<file path="config.mk">
export PLATFORM = sky130hd
export DESIGN_NAME = vtic_core
export DESIGN_NICKNAME = d
export VERILOG_FILES = /design/src/rtl/vtic_pkg.sv /design/src/rtl/vtic_gate_counter.sv /design/src/rtl/vtic_core.sv
export VERILOG_INCLUDE_DIRS = /design/src /design/src/rtl
export SDC_FILE = /design/constraint.sdc
export NUM_CORES = 1
export LEC_CHECK = 0
export BUFFER_PORTS_ARGS = -buffer_cell sky130_fd_sc_hd__buf_2
export CAP_MARGIN = 0
export CORE_MARGIN = 3
export CORE_UTILIZATION = 50
export DETAILED_ROUTE_END_ITERATION = 10
export MAX_ROUTING_LAYER = met4
export PLACE_DENSITY = 0.67
export SYNTH_ARGS = -nofsm -noshare
export SYNTH_HDL_FRONTEND = slang
export SYNTH_SLANG_ARGS = --single-unit
</file>
<file path="constraint.sdc">
create_clock -name clk -period 12.4 [get_ports clk]
set_input_delay 2.48 -clock clk [delete_from_list [all_inputs] [get_ports clk]]
set_output_delay 2.48 -clock clk [all_outputs]
set_load 0.02 [all_outputs]
</file>
<file path="src/rtl/vtic_map.svh">
// register offsets, field positions, reset values and timing counts
// assumes a byte-addressed plain register port with 8-bit address
`ifndef VTIC_MAP_SVH
`define VTIC_MAP_SVH
`define VTIC_OFF_CTRL 8'h00
`define VTIC_OFF_STATUS 8'h04
`define VTIC_OFF_IRQ_EN 8'h08
`define VTIC_OFF_IRQ_CLR 8'h0C
`define VTIC_OFF_MAIN 8'h10
`define VTIC_OFF_START_FRAC 8'h14
`define VTIC_OFF_STOP_FRAC 8'h18
`define VTIC_OFF_RESULT 8'h1C
`define VTIC_OFF_AVG_SUM 8'h20
`define VTIC_OFF_AVG_N 8'h24
`define VTIC_OFF_CAL 8'h28
`define VTIC_OFF_LEVEL 8'h2C
// control fields
`define VTIC_CTRL_ARM 0
`define VTIC_CTRL_VERNIER 1
`define VTIC_CTRL_CAL 2
`define VTIC_CTRL_SLOPE_NEG 3
`define VTIC_CTRL_HYST 4
`define VTIC_CTRL_AVG 5
`define VTIC_CTRL_AVG_CLR 6
// status / interrupt fields
`define VTIC_ST_DONE 0
`define VTIC_ST_CAL_DONE 1
`define VTIC_ST_BUSY 2
`define VTIC_ST_CAL_BUSY 3
`define VTIC_IRQ_BITS 2
// interpolator and clock figures
`define VTIC_STRETCH 1000
`define VTIC_ANALOG_PERIOD_NS 100
`define VTIC_VERN_PERIOD_NS 5
`define VTIC_VERN_N 256
`define VTIC_VERN_RES_PS 20
// trigger level figures
`define VTIC_CAL_STEP_MV 16'sh0001
`define VTIC_LEVEL_STEP_MV 10
`define VTIC_MV_PER_V 1000
`define VTIC_DIGIT_MAX_V 4'h9
`define VTIC_DIGIT_MAX_H 7'h63
`define VTIC_CAL_SPAN_MV 16'sh0064
// calibration settle time per step
`define VTIC_CLK_NS 25
`define VTIC_CAL_SETTLE_NS 1000
`define VTIC_CAL_SETTLE_CYC ((`VTIC_CAL_SETTLE_NS + `VTIC_CLK_NS - 1) / `VTIC_CLK_NS)
`define VTIC_LFSR_SEED 16'hACE1
`endif

</file>
<file path="src/rtl/vtic_pkg.sv">
// types shared by the interval counter files
// assumes the offset header is included where numbers are needed
package vtic_pkg;
    typedef enum logic [1:0] {VTIC_IDLE, VTIC_RUN, VTIC_DONE} vtic_meas_type;
    typedef enum logic {VTIC_CAL_IDLE, VTIC_CAL_RUN} vtic_cal_type;
    typedef logic [23:0] vtic_count_type;
endpackage

</file>
<file path="src/rtl/vtic_gate_counter.sv">
// synchronized gate with a pulse counter behind it
// assumes open and close requests are single-cycle pulses on clk
`timescale 1ns/1ps
module vtic_gate_counter
    import vtic_pkg::*;
#(
    parameter int WIDTH = 24
) (
    input wire logic clk,
    input wire logic srst,
    input wire logic clr,
    input wire logic open_req,
    input wire logic close_req,
    input wire logic inc,
    output logic gate_open,
    output logic [WIDTH-1:0] count
);
    // request arms, the next edge switches the gate
    always_ff @(posedge clk) begin
        if (srst || clr) begin
            gate_open <= 1'b0;
        end else if (close_req) begin
            gate_open <= 1'b0;
        end else if (open_req) begin
            gate_open <= 1'b1;
        end
    end

    // whole pulses only, while the gate stands open
    always_ff @(posedge clk) begin
        if (srst || clr) begin
            count <= '0;
        end else if (gate_open && inc) begin
            count <= count + WIDTH'(1);
        end
    end
endmodule // vtic_gate_counter

</file>
<file path="src/rtl/vtic_core.sv">
// time-interval counter: analog stretch and dual vernier schemes,
// averaging, trigger level and calibration sequencer
// assumes all event pins are asynchronous to clk; register port on clk
//
// Operation
// - main count spans first clock after start to first clock after stop
// - start and stop fractions captured; result is main plus start minus stop
// - fractions stretched 1000 times, measured by counting main clocks
// - analog result: main plus fractions over 1000, at 100 ns period
// - vernier: start and stop each launch their own triggered oscillator
// - vernier counts stop at start and stop coincidence respectively
// - coincidences gate a signed main burst, negative if stop first
// - reference vernier setup: 5 ns clock, factor 256, 20 ps resolution
// - counting gates switch only on clock edges
// - averaging adds random phase jitter to the measurement clock
// - averaging accumulates readings and sample count for the mean
// - calibration steps reference 1 mV until comparator fires, then holds
// - manual level from two digit selectors, +-9.99 V in 10 mV steps
// - hysteresis compensation adds half band, subtracted on negative slope
// - events only arm the gate; next clock edge switches it
//
// The address map and strobed register access were left to the implementer.
`include "vtic_map.svh"
`timescale 1ns/1ps
module vtic_core
    import vtic_pkg::*;
#(
    parameter logic signed [15:0] HYST_HALF_MV = 16'sh0014
) (
    input wire logic clk,
    input wire logic srst,
    input wire logic [7:0] addr,
    input wire logic [31:0] wdata,
    input wire logic wr,
    input wire logic rd,
    output logic [31:0] rdata,
    input wire logic start_event,
    input wire logic stop_event,
    input wire logic start_stretch_busy,
    input wire logic stop_stretch_busy,
    input wire logic start_vernier_tick,
    input wire logic stop_vernier_tick,
    input wire logic start_coincidence,
    input wire logic stop_coincidence,
    input wire logic comparator_fire,
    input wire logic [3:0] level_volts,
    input wire logic [6:0] level_hundredths,
    input wire logic level_negative,
    output logic start_osc_run,
    output logic stop_osc_run,
    output logic [7:0] clock_jitter,
    output logic signed [15:0] ref_level_mv,
    output logic measure_done,
    output logic irq
);
    localparam int PINS = 21;
    localparam int CAL_CYC = `VTIC_CAL_SETTLE_CYC;
    // reference vernier resolution in ps, rounded, for the processor side
    localparam int VERN_RES_PS =
        (`VTIC_VERN_PERIOD_NS * 1000 + `VTIC_VERN_N / 2) / `VTIC_VERN_N;

    logic [PINS-1:0] pin_raw, sync1, sync2, sync3;
    logic st_rise, sp_rise, sb_rise, sb_fall, pb_rise, pb_fall;
    logic st_tick, sp_tick, sc_rise, pc_rise, fire_s;
    logic vernier, slope_neg, hyst_en, avg_en;
    logic arm_pulse, cal_req, avg_clr;
    vtic_meas_type state;
    vtic_cal_type cal_state;
    logic active, start_seen, stop_seen, sfrac_done, pfrac_done;
    logic start_coin_seen, stop_coin_seen, burst_neg;
    logic sc, pc, done_cond, done_pulse, cal_done_pulse;
    logic a_open, a_close, b_open, b_close, b_inc, c_open, c_close, c_inc;
    logic gate_a, gate_b, gate_c;
    vtic_count_type cnt_a, cnt_b, cnt_c;
    logic signed [23:0] main_signed;
    logic [31:0] result;
    logic [47:0] avg_sum;
    logic [23:0] avg_n;
    logic [1:0] status, irq_en;
    logic signed [15:0] cal_ref, cal_offset, level_mv, next_ref;
    logic [7:0] cal_timer;
    logic [15:0] lfsr;
    logic [3:0] volts_c;
    logic [6:0] hund_c;

    // every pin passes three flops; edges taken from the second and third
    assign pin_raw = {level_negative, level_hundredths, level_volts, comparator_fire,
                      stop_coincidence, start_coincidence, stop_vernier_tick,
                      start_vernier_tick, stop_stretch_busy, start_stretch_busy,
                      stop_event, start_event};
    always_ff @(posedge clk) begin
        if (srst) begin
            sync1 <= '0;
            sync2 <= '0;
            sync3 <= '0;
        end else begin
            sync1 <= pin_raw;
            sync2 <= sync1;
            sync3 <= sync2;
        end
    end
    assign st_rise = sync2[0] & ~sync3[0];
    assign sp_rise = sync2[1] & ~sync3[1];
    assign sb_rise = sync2[2] & ~sync3[2];
    assign sb_fall = ~sync2[2] & sync3[2];
    assign pb_rise = sync2[3] & ~sync3[3];
    assign pb_fall = ~sync2[3] & sync3[3];
    assign st_tick = sync2[4] & ~sync3[4];
    assign sp_tick = sync2[5] & ~sync3[5];
    assign sc_rise = sync2[6] & ~sync3[6];
    assign pc_rise = sync2[7] & ~sync3[7];
    assign fire_s = sync2[8];

    // control register and its self-clearing pulses
    assign arm_pulse = wr && addr == `VTIC_OFF_CTRL && wdata[`VTIC_CTRL_ARM];
    assign cal_req = wr && addr == `VTIC_OFF_CTRL && wdata[`VTIC_CTRL_CAL];
    assign avg_clr = wr && addr == `VTIC_OFF_CTRL && wdata[`VTIC_CTRL_AVG_CLR];
    always_ff @(posedge clk) begin
        if (srst) begin
            vernier <= 1'b0;
            slope_neg <= 1'b0;
            hyst_en <= 1'b0;
            avg_en <= 1'b0;
            irq_en <= '0;
        end else if (wr) begin
            if (addr == `VTIC_OFF_CTRL) begin
                vernier <= wdata[`VTIC_CTRL_VERNIER];
                slope_neg <= wdata[`VTIC_CTRL_SLOPE_NEG];
                hyst_en <= wdata[`VTIC_CTRL_HYST];
                avg_en <= wdata[`VTIC_CTRL_AVG];
            end
            if (addr == `VTIC_OFF_IRQ_EN) begin
                irq_en <= wdata[`VTIC_IRQ_BITS-1:0];
            end
        end
    end

    // measurement sequence
    assign active = state == VTIC_RUN;
    assign sc = active && vernier && start_osc_run && sc_rise;
    assign pc = active && vernier && stop_osc_run && pc_rise;
    assign done_cond = !gate_a && !gate_b && !gate_c && (vernier
        ? (start_coin_seen && stop_coin_seen)
        : (start_seen && stop_seen && sfrac_done && pfrac_done));
    assign done_pulse = active && done_cond;
    always_ff @(posedge clk) begin
        if (srst) begin
            state <= VTIC_IDLE;
        end else if (arm_pulse) begin
            state <= VTIC_RUN;
        end else begin
            case (state)
                VTIC_IDLE: state <= VTIC_IDLE;
                VTIC_RUN: if (done_cond) state <= VTIC_DONE;
                VTIC_DONE: state <= VTIC_DONE;
                default: state <= VTIC_IDLE;
            endcase
        end
    end

    // event bookkeeping, cleared when the next measurement is armed
    always_ff @(posedge clk) begin
        if (srst || arm_pulse) begin
            start_seen <= 1'b0;
            stop_seen <= 1'b0;
            sfrac_done <= 1'b0;
            pfrac_done <= 1'b0;
            start_coin_seen <= 1'b0;
            stop_coin_seen <= 1'b0;
            burst_neg <= 1'b0;
        end else if (active) begin
            if (st_rise) start_seen <= 1'b1;
            if (sp_rise && (start_seen || st_rise || vernier)) stop_seen <= 1'b1;
            if (sb_fall && start_seen) sfrac_done <= 1'b1;
            if (pb_fall && stop_seen) pfrac_done <= 1'b1;
            if (sc) start_coin_seen <= 1'b1;
            if (pc) stop_coin_seen <= 1'b1;
            if (pc && !sc && !start_coin_seen) burst_neg <= 1'b1;
        end
    end

    // triggered oscillators run from their event to their coincidence
    always_ff @(posedge clk) begin
        if (srst || arm_pulse) begin
            start_osc_run <= 1'b0;
            stop_osc_run <= 1'b0;
        end else begin
            if (sc) start_osc_run <= 1'b0;
            else if (active && vernier && st_rise && !start_seen) start_osc_run <= 1'b1;
            if (pc) stop_osc_run <= 1'b0;
            else if (active && vernier && sp_rise && !stop_seen) stop_osc_run <= 1'b1;
        end
    end

    // gate requests per scheme
    always_comb begin
        if (vernier) begin
            a_open = (sc || pc) && !start_coin_seen && !stop_coin_seen;
            a_close = (sc && (stop_coin_seen || pc)) || (pc && (start_coin_seen || sc));
            b_open = active && st_rise && !start_seen;
            b_close = sc;
            b_inc = st_tick;
            c_open = active && sp_rise && !stop_seen;
            c_close = pc;
            c_inc = sp_tick;
        end else begin
            a_open = active && st_rise && !start_seen;
            a_close = active && sp_rise && (start_seen || st_rise);
            b_open = active && sb_rise && (start_seen || st_rise);
            b_close = sb_fall;
            b_inc = 1'b1;
            c_open = active && pb_rise && (stop_seen || sp_rise);
            c_close = pb_fall;
            c_inc = 1'b1;
        end
    end

    vtic_gate_counter #(.WIDTH(24)) u_main (
        .clk(clk), .srst(srst), .clr(arm_pulse), .open_req(a_open), .close_req(a_close),
        .inc(1'b1), .gate_open(gate_a), .count(cnt_a));
    vtic_gate_counter #(.WIDTH(24)) u_start (
        .clk(clk), .srst(srst), .clr(arm_pulse), .open_req(b_open), .close_req(b_close),
        .inc(b_inc), .gate_open(gate_b), .count(cnt_b));
    vtic_gate_counter #(.WIDTH(24)) u_stop (
        .clk(clk), .srst(srst), .clr(arm_pulse), .open_req(c_open), .close_req(c_close),
        .inc(c_inc), .gate_open(gate_c), .count(cnt_c));

    // signed burst and combined reading in stretched clock units
    assign main_signed = burst_neg ? -$signed(cnt_a) : $signed(cnt_a);
    always_ff @(posedge clk) begin
        if (srst || arm_pulse) begin
            result <= '0;
            measure_done <= 1'b0;
        end else if (done_pulse) begin
            result <= 32'(main_signed * `VTIC_STRETCH) + 32'(cnt_b) - 32'(cnt_c);
            measure_done <= 1'b1;
        end
    end

    // averaging accumulator
    always_ff @(posedge clk) begin
        if (srst || avg_clr) begin
            avg_sum <= '0;
            avg_n <= '0;
        end else if (avg_en && state == VTIC_DONE && measure_done && arm_pulse) begin
            avg_sum <= avg_sum + 48'($signed(result));
            avg_n <= avg_n + 24'h00_0001;
        end
    end

    // noise source for clock phase modulation while averaging
    always_ff @(posedge clk) begin
        if (srst) begin
            lfsr <= `VTIC_LFSR_SEED;
            clock_jitter <= 8'h00;
        end else begin
            lfsr <= {lfsr[14:0], lfsr[15] ^ lfsr[13] ^ lfsr[12] ^ lfsr[10]};
            clock_jitter <= avg_en ? lfsr[7:0] : 8'h00;
        end
    end

    // calibration staircase
    always_ff @(posedge clk) begin
        if (srst) begin
            cal_state <= VTIC_CAL_IDLE;
            cal_ref <= 16'sh0000;
            cal_offset <= 16'sh0000;
            cal_timer <= 8'h00;
        end else begin
            case (cal_state)
                VTIC_CAL_IDLE: if (cal_req) begin
                    cal_state <= VTIC_CAL_RUN;
                    // slope comes with the request, the stored bit lags one edge
                    cal_ref <= wdata[`VTIC_CTRL_SLOPE_NEG] ? -`VTIC_CAL_SPAN_MV
                                                          : `VTIC_CAL_SPAN_MV;
                    cal_timer <= 8'(CAL_CYC - 1);
                end
                VTIC_CAL_RUN: if (cal_timer != 8'h00) begin
                    cal_timer <= cal_timer - 8'h01;
                end else if (fire_s || cal_ref == (slope_neg ? `VTIC_CAL_SPAN_MV
                                                             : -`VTIC_CAL_SPAN_MV)) begin
                    cal_offset <= cal_ref;
                    cal_state <= VTIC_CAL_IDLE;
                end else begin
                    cal_ref <= slope_neg ? cal_ref + `VTIC_CAL_STEP_MV
                                         : cal_ref - `VTIC_CAL_STEP_MV;
                    cal_timer <= 8'(CAL_CYC - 1);
                end
                default: cal_state <= VTIC_CAL_IDLE;
            endcase
        end
    end
    assign cal_done_pulse = cal_state == VTIC_CAL_RUN && cal_timer == 8'h00 &&
        (fire_s || cal_ref == (slope_neg ? `VTIC_CAL_SPAN_MV : -`VTIC_CAL_SPAN_MV));

    // manual level from the digit selectors, then compensation
    assign volts_c = (sync2[12:9] > `VTIC_DIGIT_MAX_V) ? `VTIC_DIGIT_MAX_V : sync2[12:9];
    assign hund_c = (sync2[19:13] > `VTIC_DIGIT_MAX_H) ? `VTIC_DIGIT_MAX_H : sync2[19:13];
    always_comb begin
        level_mv = 16'(volts_c * `VTIC_MV_PER_V + hund_c * `VTIC_LEVEL_STEP_MV);
        if (sync2[20]) level_mv = -level_mv;
        next_ref = level_mv + cal_offset;
        if (hyst_en) next_ref = slope_neg ? next_ref - HYST_HALF_MV
                                          : next_ref + HYST_HALF_MV;
        if (cal_state == VTIC_CAL_RUN) next_ref = cal_ref;
    end
    always_ff @(posedge clk) begin
        if (srst) ref_level_mv <= 16'sh0000;
        else ref_level_mv <= next_ref;
    end

    // sticky status, set wins over clear; level interrupt
    always_ff @(posedge clk) begin
        if (srst) begin
            status <= '0;
            irq <= 1'b0;
        end else begin
            status <= (status & ~((wr && addr == `VTIC_OFF_IRQ_CLR) ? wdata[1:0] : 2'h0))
                      | {cal_done_pulse, done_pulse};
            irq <= |(status & irq_en);
        end
    end

    // read port, data in the cycle after the strobe
    always_ff @(posedge clk) begin
        if (srst || !rd) begin
            rdata <= 32'h0000_0000;
        end else begin
            case (addr)
                `VTIC_OFF_CTRL: rdata <= 32'({avg_en, hyst_en, slope_neg, 1'b0, vernier, 1'b0});
                `VTIC_OFF_STATUS: rdata <= 32'({cal_state == VTIC_CAL_RUN, active, status});
                `VTIC_OFF_IRQ_EN: rdata <= 32'(irq_en);
                `VTIC_OFF_MAIN: rdata <= 32'(main_signed);
                `VTIC_OFF_START_FRAC: rdata <= 32'(cnt_b);
                `VTIC_OFF_STOP_FRAC: rdata <= 32'(cnt_c);
                `VTIC_OFF_RESULT: rdata <= result;
                `VTIC_OFF_AVG_SUM: rdata <= avg_sum[31:0];
                `VTIC_OFF_AVG_N: rdata <= 32'(avg_n);
                `VTIC_OFF_CAL: rdata <= 32'(cal_offset);
                `VTIC_OFF_LEVEL: rdata <= 32'(ref_level_mv);
                default: rdata <= 32'h0000_0000;
            endcase
        end
    end
endmodule // vtic_core

</file>
After elaboration in Yosys (flattened, before gate mapping)
Cells that the tools add are included.
{"block": "totals", "reg_bits": 363, "inputBits": 65, "output_inout_bits": 60, "elab_cells": 236}
{"block": "classes", "add_sub_neg": 16, "mul": 3, "magnitude_cmp": 2, "n_eq_ne": 20, "muxes": 36, "n_bitwise": 30, "reduce_logical": 90}
{"cell": "$pmux 32 s11", "count": 1}
{"cell": "$mux 16", "count": 10}
{"cell": "$add 24x1->24 const B", "count": 4}
{"cell": "$add 48x48->48", "count": 1}
{"cell": "$logic_and 1x1->1", "count": 47}
{"cell": "$add 32x24->32", "count": 1}
{"cell": "$eq 8x5->1 const B", "count": 4}
{"cell": "$eq 8x6->1 const B", "count": 4}
{"cell": "$pmux 16 s2", "count": 1}
{"cell": "$sub 32x24->32", "count": 1}
{"cell": "$mul 24x8->29 const B", "count": 1}
{"cell": "$mux 24", "count": 1}
{"cell": "$mux 8", "count": 3}
{"cell": "$neg 24->24", "count": 1}
{"cell": "$reduce_and 2->1", "count": 10}
{"cell": "$add 16x16->16", "count": 1}
{"cell": "$add 16x2->16 const B", "count": 1}
{"cell": "$add 16x6->16 const B", "count": 1}
{"cell": "$eq 16x16->1", "count": 1}
{"cell": "$eq 8x4->1 const B", "count": 2}
{"cell": "$logic_not 8->1", "count": 2}
{"cell": "$neg 15->16", "count": 1}
{"cell": "$pmux 8 s2", "count": 1}
{"cell": "$reduce_or 2->1", "count": 8}
{"cell": "other kinds (31)", "count": 89}

Logic depth before layout (Yosys ltp)
{"block": "logic_depth", "ltp_word": 11, "ltp_mapped": 33, "depth_no_buf": 33}

Modules after synthesis
From an unflattened synthesis, not the netlist that was laid out.
{"block": "hier_totals", "cells_unflattened": 2943, "area_unflattened_um2": 25266.7}
{"module": "vtic_core", "instances": 1, "cells_per_inst": 2535, "area_per_inst_um2": 21775.9, "seq_area_each_um2": 5445.2}
{"module": "vtic_gate_counter at u_main ...", "instances": 2, "cells_per_inst": 137, "area_per_inst_um2": 1162.4, "seq_area_each_um2": 500.5}
{"module": "vtic_gate_counter at u_stop", "instances": 1, "cells_per_inst": 134, "area_per_inst_um2": 1166.1, "seq_area_each_um2": 500.5}

Least setup slack after synthesis
Ideal clock, no wire load.
{"block": "synth_path", "path_kind": "reg2reg", "start": "register u_main.count[2]", "end": "register result[31]", "setup_time_ns": 0.086, "t_arrival_ns": 7.683, "t_required_ns": 12.314, "setup_slack_ns": 4.631, "stages_incl_launch_ff": 29, "n_path_buf": 1, "period_less_slack_ns": 7.769, "path_cell_list": "dfxtp_1 clkbuf_1 nor4_1 nand2_1 o31ai_1 xnor2_1 inv_1 fa_1 inv_1 fa_1 fa_1 fa_1 ha_1 or3_1 o211ai_1 nand2_1 or2_2 a21oi_1 xnor2_1 fa_1 ha_1 or2_2 a21oi_1 a21oi_1 a311o_1 a31oi_1 o31ai_1 xor2_1 a211oi_1"}
{"block": "synth_via", "elab_chain_cells": 5}
{"item": "from (decl)", "line_no": "vtic_gate_counter.sv:16", "rtl": "output logic [WIDTH-1:0] count"}
{"item": "from (signal assigned)", "line_no": "vtic_gate_counter.sv:34", "rtl": "count <= count + WIDTH'(1);"}
{"item": "$neg 24->24", "line_no": "vtic_core.sv:229", "rtl": "assign main_signed = burst_neg ? -$signed(cnt_a) : $signed(cnt_a);"}
{"item": "$mux 24 (*)", "line_no": "vtic_core.sv:229"}
{"item": "$mul 24x8->29 (no source line) (*)"}
{"item": "$add 32x24->32 (*)", "line_no": "vtic_core.sv:235", "rtl": "result <= 32'(main_signed * `VTIC_STRETCH) + 32'(cnt_b) - 32'(cnt_c);"}
{"item": "$sub 32x24->32 (*)", "line_no": "vtic_core.sv:235"}
{"item": "to (signal assigned)", "line_no": "vtic_core.sv:235"}
{"item": "to (decl)", "line_no": "vtic_core.sv:76", "rtl": "logic [31:0] result;"}
Mark *: on every way between the ends. The rest lies on a longest branch, timed or not.
A chain may end at the register's enable or synchronous reset.

Final worst setup path
{"block": "layout_path", "start": "register u_main.count[0]", "end": "register result[31]"}
Same word-level chain as after synthesis.

==> impl_metrics.toml <==
[run_status]
outcome = "finished, final reports clean"

[die]
die_area_mm2 = 0.0520
core_area_mm2 = 0.0481
die_height_um = 228
initial_core_util_pct = 51.1
ios = 125
core.rowCount = 80
fp.dieW_um = 228

[yosys]
syn_area_per_cell_um2 = 8.62
synth_area_mm2 = 0.0246
synth_top_area_share_pct = 28.2
synth_area_leaders = "dfxtp_1, ha_1, fa_1"
synth_edf_count = 0
async_reset_ff_share_pct = 0
synth_area_leader_cell = "dfxtp_1"
yosysSeqAreaShare_pct = 28.2
synthCells = 2858
synth_flop_cell = "dfxtp_1"
synth_cell_types = 92
synth_seq_cells = 347
syn_nets = 3268
synth_warnings = 0

[cts]
cts_buffer_depth = 3
insertion_delay_ps = 580
postCtsResizedCells = 0
postCtsHoldBufs = 0
path_clk_slew_ps = 60
cts_made_buffers = 40
clock-sinks = 347
root_buffer = "clkbuf_16"
tritoncts = "built"
cts_htree_levels = 2
post-cts-setup-buffers = 0

[global_route]
grt_overflow = 0
first_global_vias = 20400
grt_first_pass_wirelength_um = 108000
grt_usage_pct = 25.9
grt_max_degree = 80
antenna_found_initial = 2

[placement]
place.port_buffers = 99
gp_congestion = 0.912
numPlacedInstances = 3530
post-place-ws_ps = 3540
hpwl_um = 50100

[routing]
antenna_left = 0
drt-initial-drc-count = 1895
drt_pre_antenna_iters = 9
wl_per_cell_um = 18.4
via_per_inst = 5.80
routed_wirelength_um = 66400
via_count = 20900
post-route-drc-count = 0

[critical_path]
crit_slowest_cell = "xnor2_1"
r2r_cells = 31
worstSetupPathDepth = 31
cp_top_family = "adder cells"
cp_common_cell = "fa_1"
crit_required_ps = 12870
slowest_delay_ps = 770
worst_ep_arrival_time_ps = 9560
crit_type = "reg2reg"
crit_path_end_kind = "register"
crit_buf_inv = 5
path_max_fanout = 10
startpoint_type = "register"

[sta]
period_minus_slack_ps = 9080
finalMaxSlewViolations = 0
worst_slack_ps = 3320
period_share_pct = 73.3
setup_tns_ps = 0
setup_viol = 0
max-slew-margin-rel_pct = 16.0
fmax_mhz = 110
fin_skew_ps = 31.0
worst_pin_slew_ps = 1260
hold_viol_final = 0
fin_hold_ws_ps = 412
grt_setup_unrepaired = "no"

[cells_and_area]
syn_to_final_growth_pct = 10.2
final_common_cell = "dfxtp_1"
layout_common_cells = "dfxtp_1, nand2_1, nor2_1"
drive_above_1_share_pct = 8.42
nNetsFinal = 3326
fin_cells = 3605

[pwr]
power_frac_clock_pct = 43.7
powerDensity_mw_per_mm2 = 103
power_mw = 2.81
p_sw_share_pct = 27.8
peakVddDrop_mv = 0.115
seqPwrFrac_pct = 40.9
p_leak_nw = 11.8
comb_power_share_pct = 15.4
switching_power_mw = 0.781
power.internal_mw = 2.03

[min_path]
hold_class = "reg2reg"
holdPathStages = 1

[run]
drv_cap = 0
[flip-flops by register name, indices dropped and copies added (netlist names), 8 cells and up]
register       count
avg_sum           32
cal_ref           16
avg_n             24
cal_offset        16
lfsr              16
u_start.count     24
cal_timer          8
sync2             21
u_main.count      24
ref_level_mv      16
result            32
rdata             32
u_stop.count      24
clock_jitter       8
sync3              8
sync1             21
[cell usage after synthesis, drive strengths merged, types with 17 or more instances]
cell and n:
a222oi 27, ha 224, nand2 260, nand3 70, and3 26, a31oi 29, mux2i 33, clkbuf 101
or3 30, or2 18, xnor2 150, o21a 19, a211oi 27, nand4 31, nor3 54, a21oi 201
nor2 267, nor2b 92, o21ai 96, a22oi 31, inv 201, a22o 21, dfxtp 347, o31ai 17
nand2b 25, xor2 87, and2 21, a21o 50, fa 121
[stage by stage]
stage / util, % / cell area (um^2)
global route: 56.4 / 27100
CTS: 56.4 / 27100
finish: 56.4 / 27100
floorplan: - / 24600
global placement: 53.5 / 25800
detailed placement: 53.5 / 25800
[layout make-up]
type,count,area (um^2)
Sequential cell,347,6950
Multi-Input combinational cell,2199,16500
Timing Repair Buffer,126,701
Inverter,202,758
Fill cell,4311,21000
Clock buffer,48,1100
Clock inverter,25,275
Antenna cell,2,5.00
Tap cell,656,821
[worst register-to-register path, delay by kind of cell, from the launching register on]
family | cells | cell delay, ps
AOI/OAI and AO/OA | 11 | 2500
and+or+nand+nor | 4 | 700
adders and majority gates | 8 | 3470
xor gates and xnor gates | 3 | 1140
DFF | 1 | 310
buffers and inverters | 5 | 870
[metal layers]
metal | wire length (um) | track usage [%]
met5 | 0 | -
met3 | 5340 | 4.73
met4 | 2030 | 8.13
met2 | 29200 | 39.3
met1 | 29800 | 35.2
[kinds of logic (layout without fill, tap and decap cells)]
logic type,count (synthesis),count (layout),share of synthesized area [%]
compound gates,638,638,17.4
other cells,0,2,0
simple gates,944,944,18.5
xor+xnor,237,237,8.46
mux,35,35,1.43
flops,347,347,28.2
fa+ha+maj,345,345,21.2
buf+inv,312,401,4.80
[worst paths after layout]
path | start | endpoint | slack (ps)
worst min register to register | lfsr[9] | lfsr[10] | 410
worst min-delay path | lfsr[9] | lfsr[10] | 410
worst max-delay path | u_main.count[0] | result[31] | 3320
worst max register to register | u_main.count[0] | result[31] | 3320
[power groups by stage]
stage               logic [mW]  clock network (mW)  registers, mW
finish                   0.432                1.23           1.15
global route             0.479                1.29           1.15
CTS                      0.429                1.25           1.15
detailed placement       0.424                   0           1.17
global placement         0.417                   0           1.17
floorplan                0.326                   0           1.17
(Power assumes the default switching activity.)
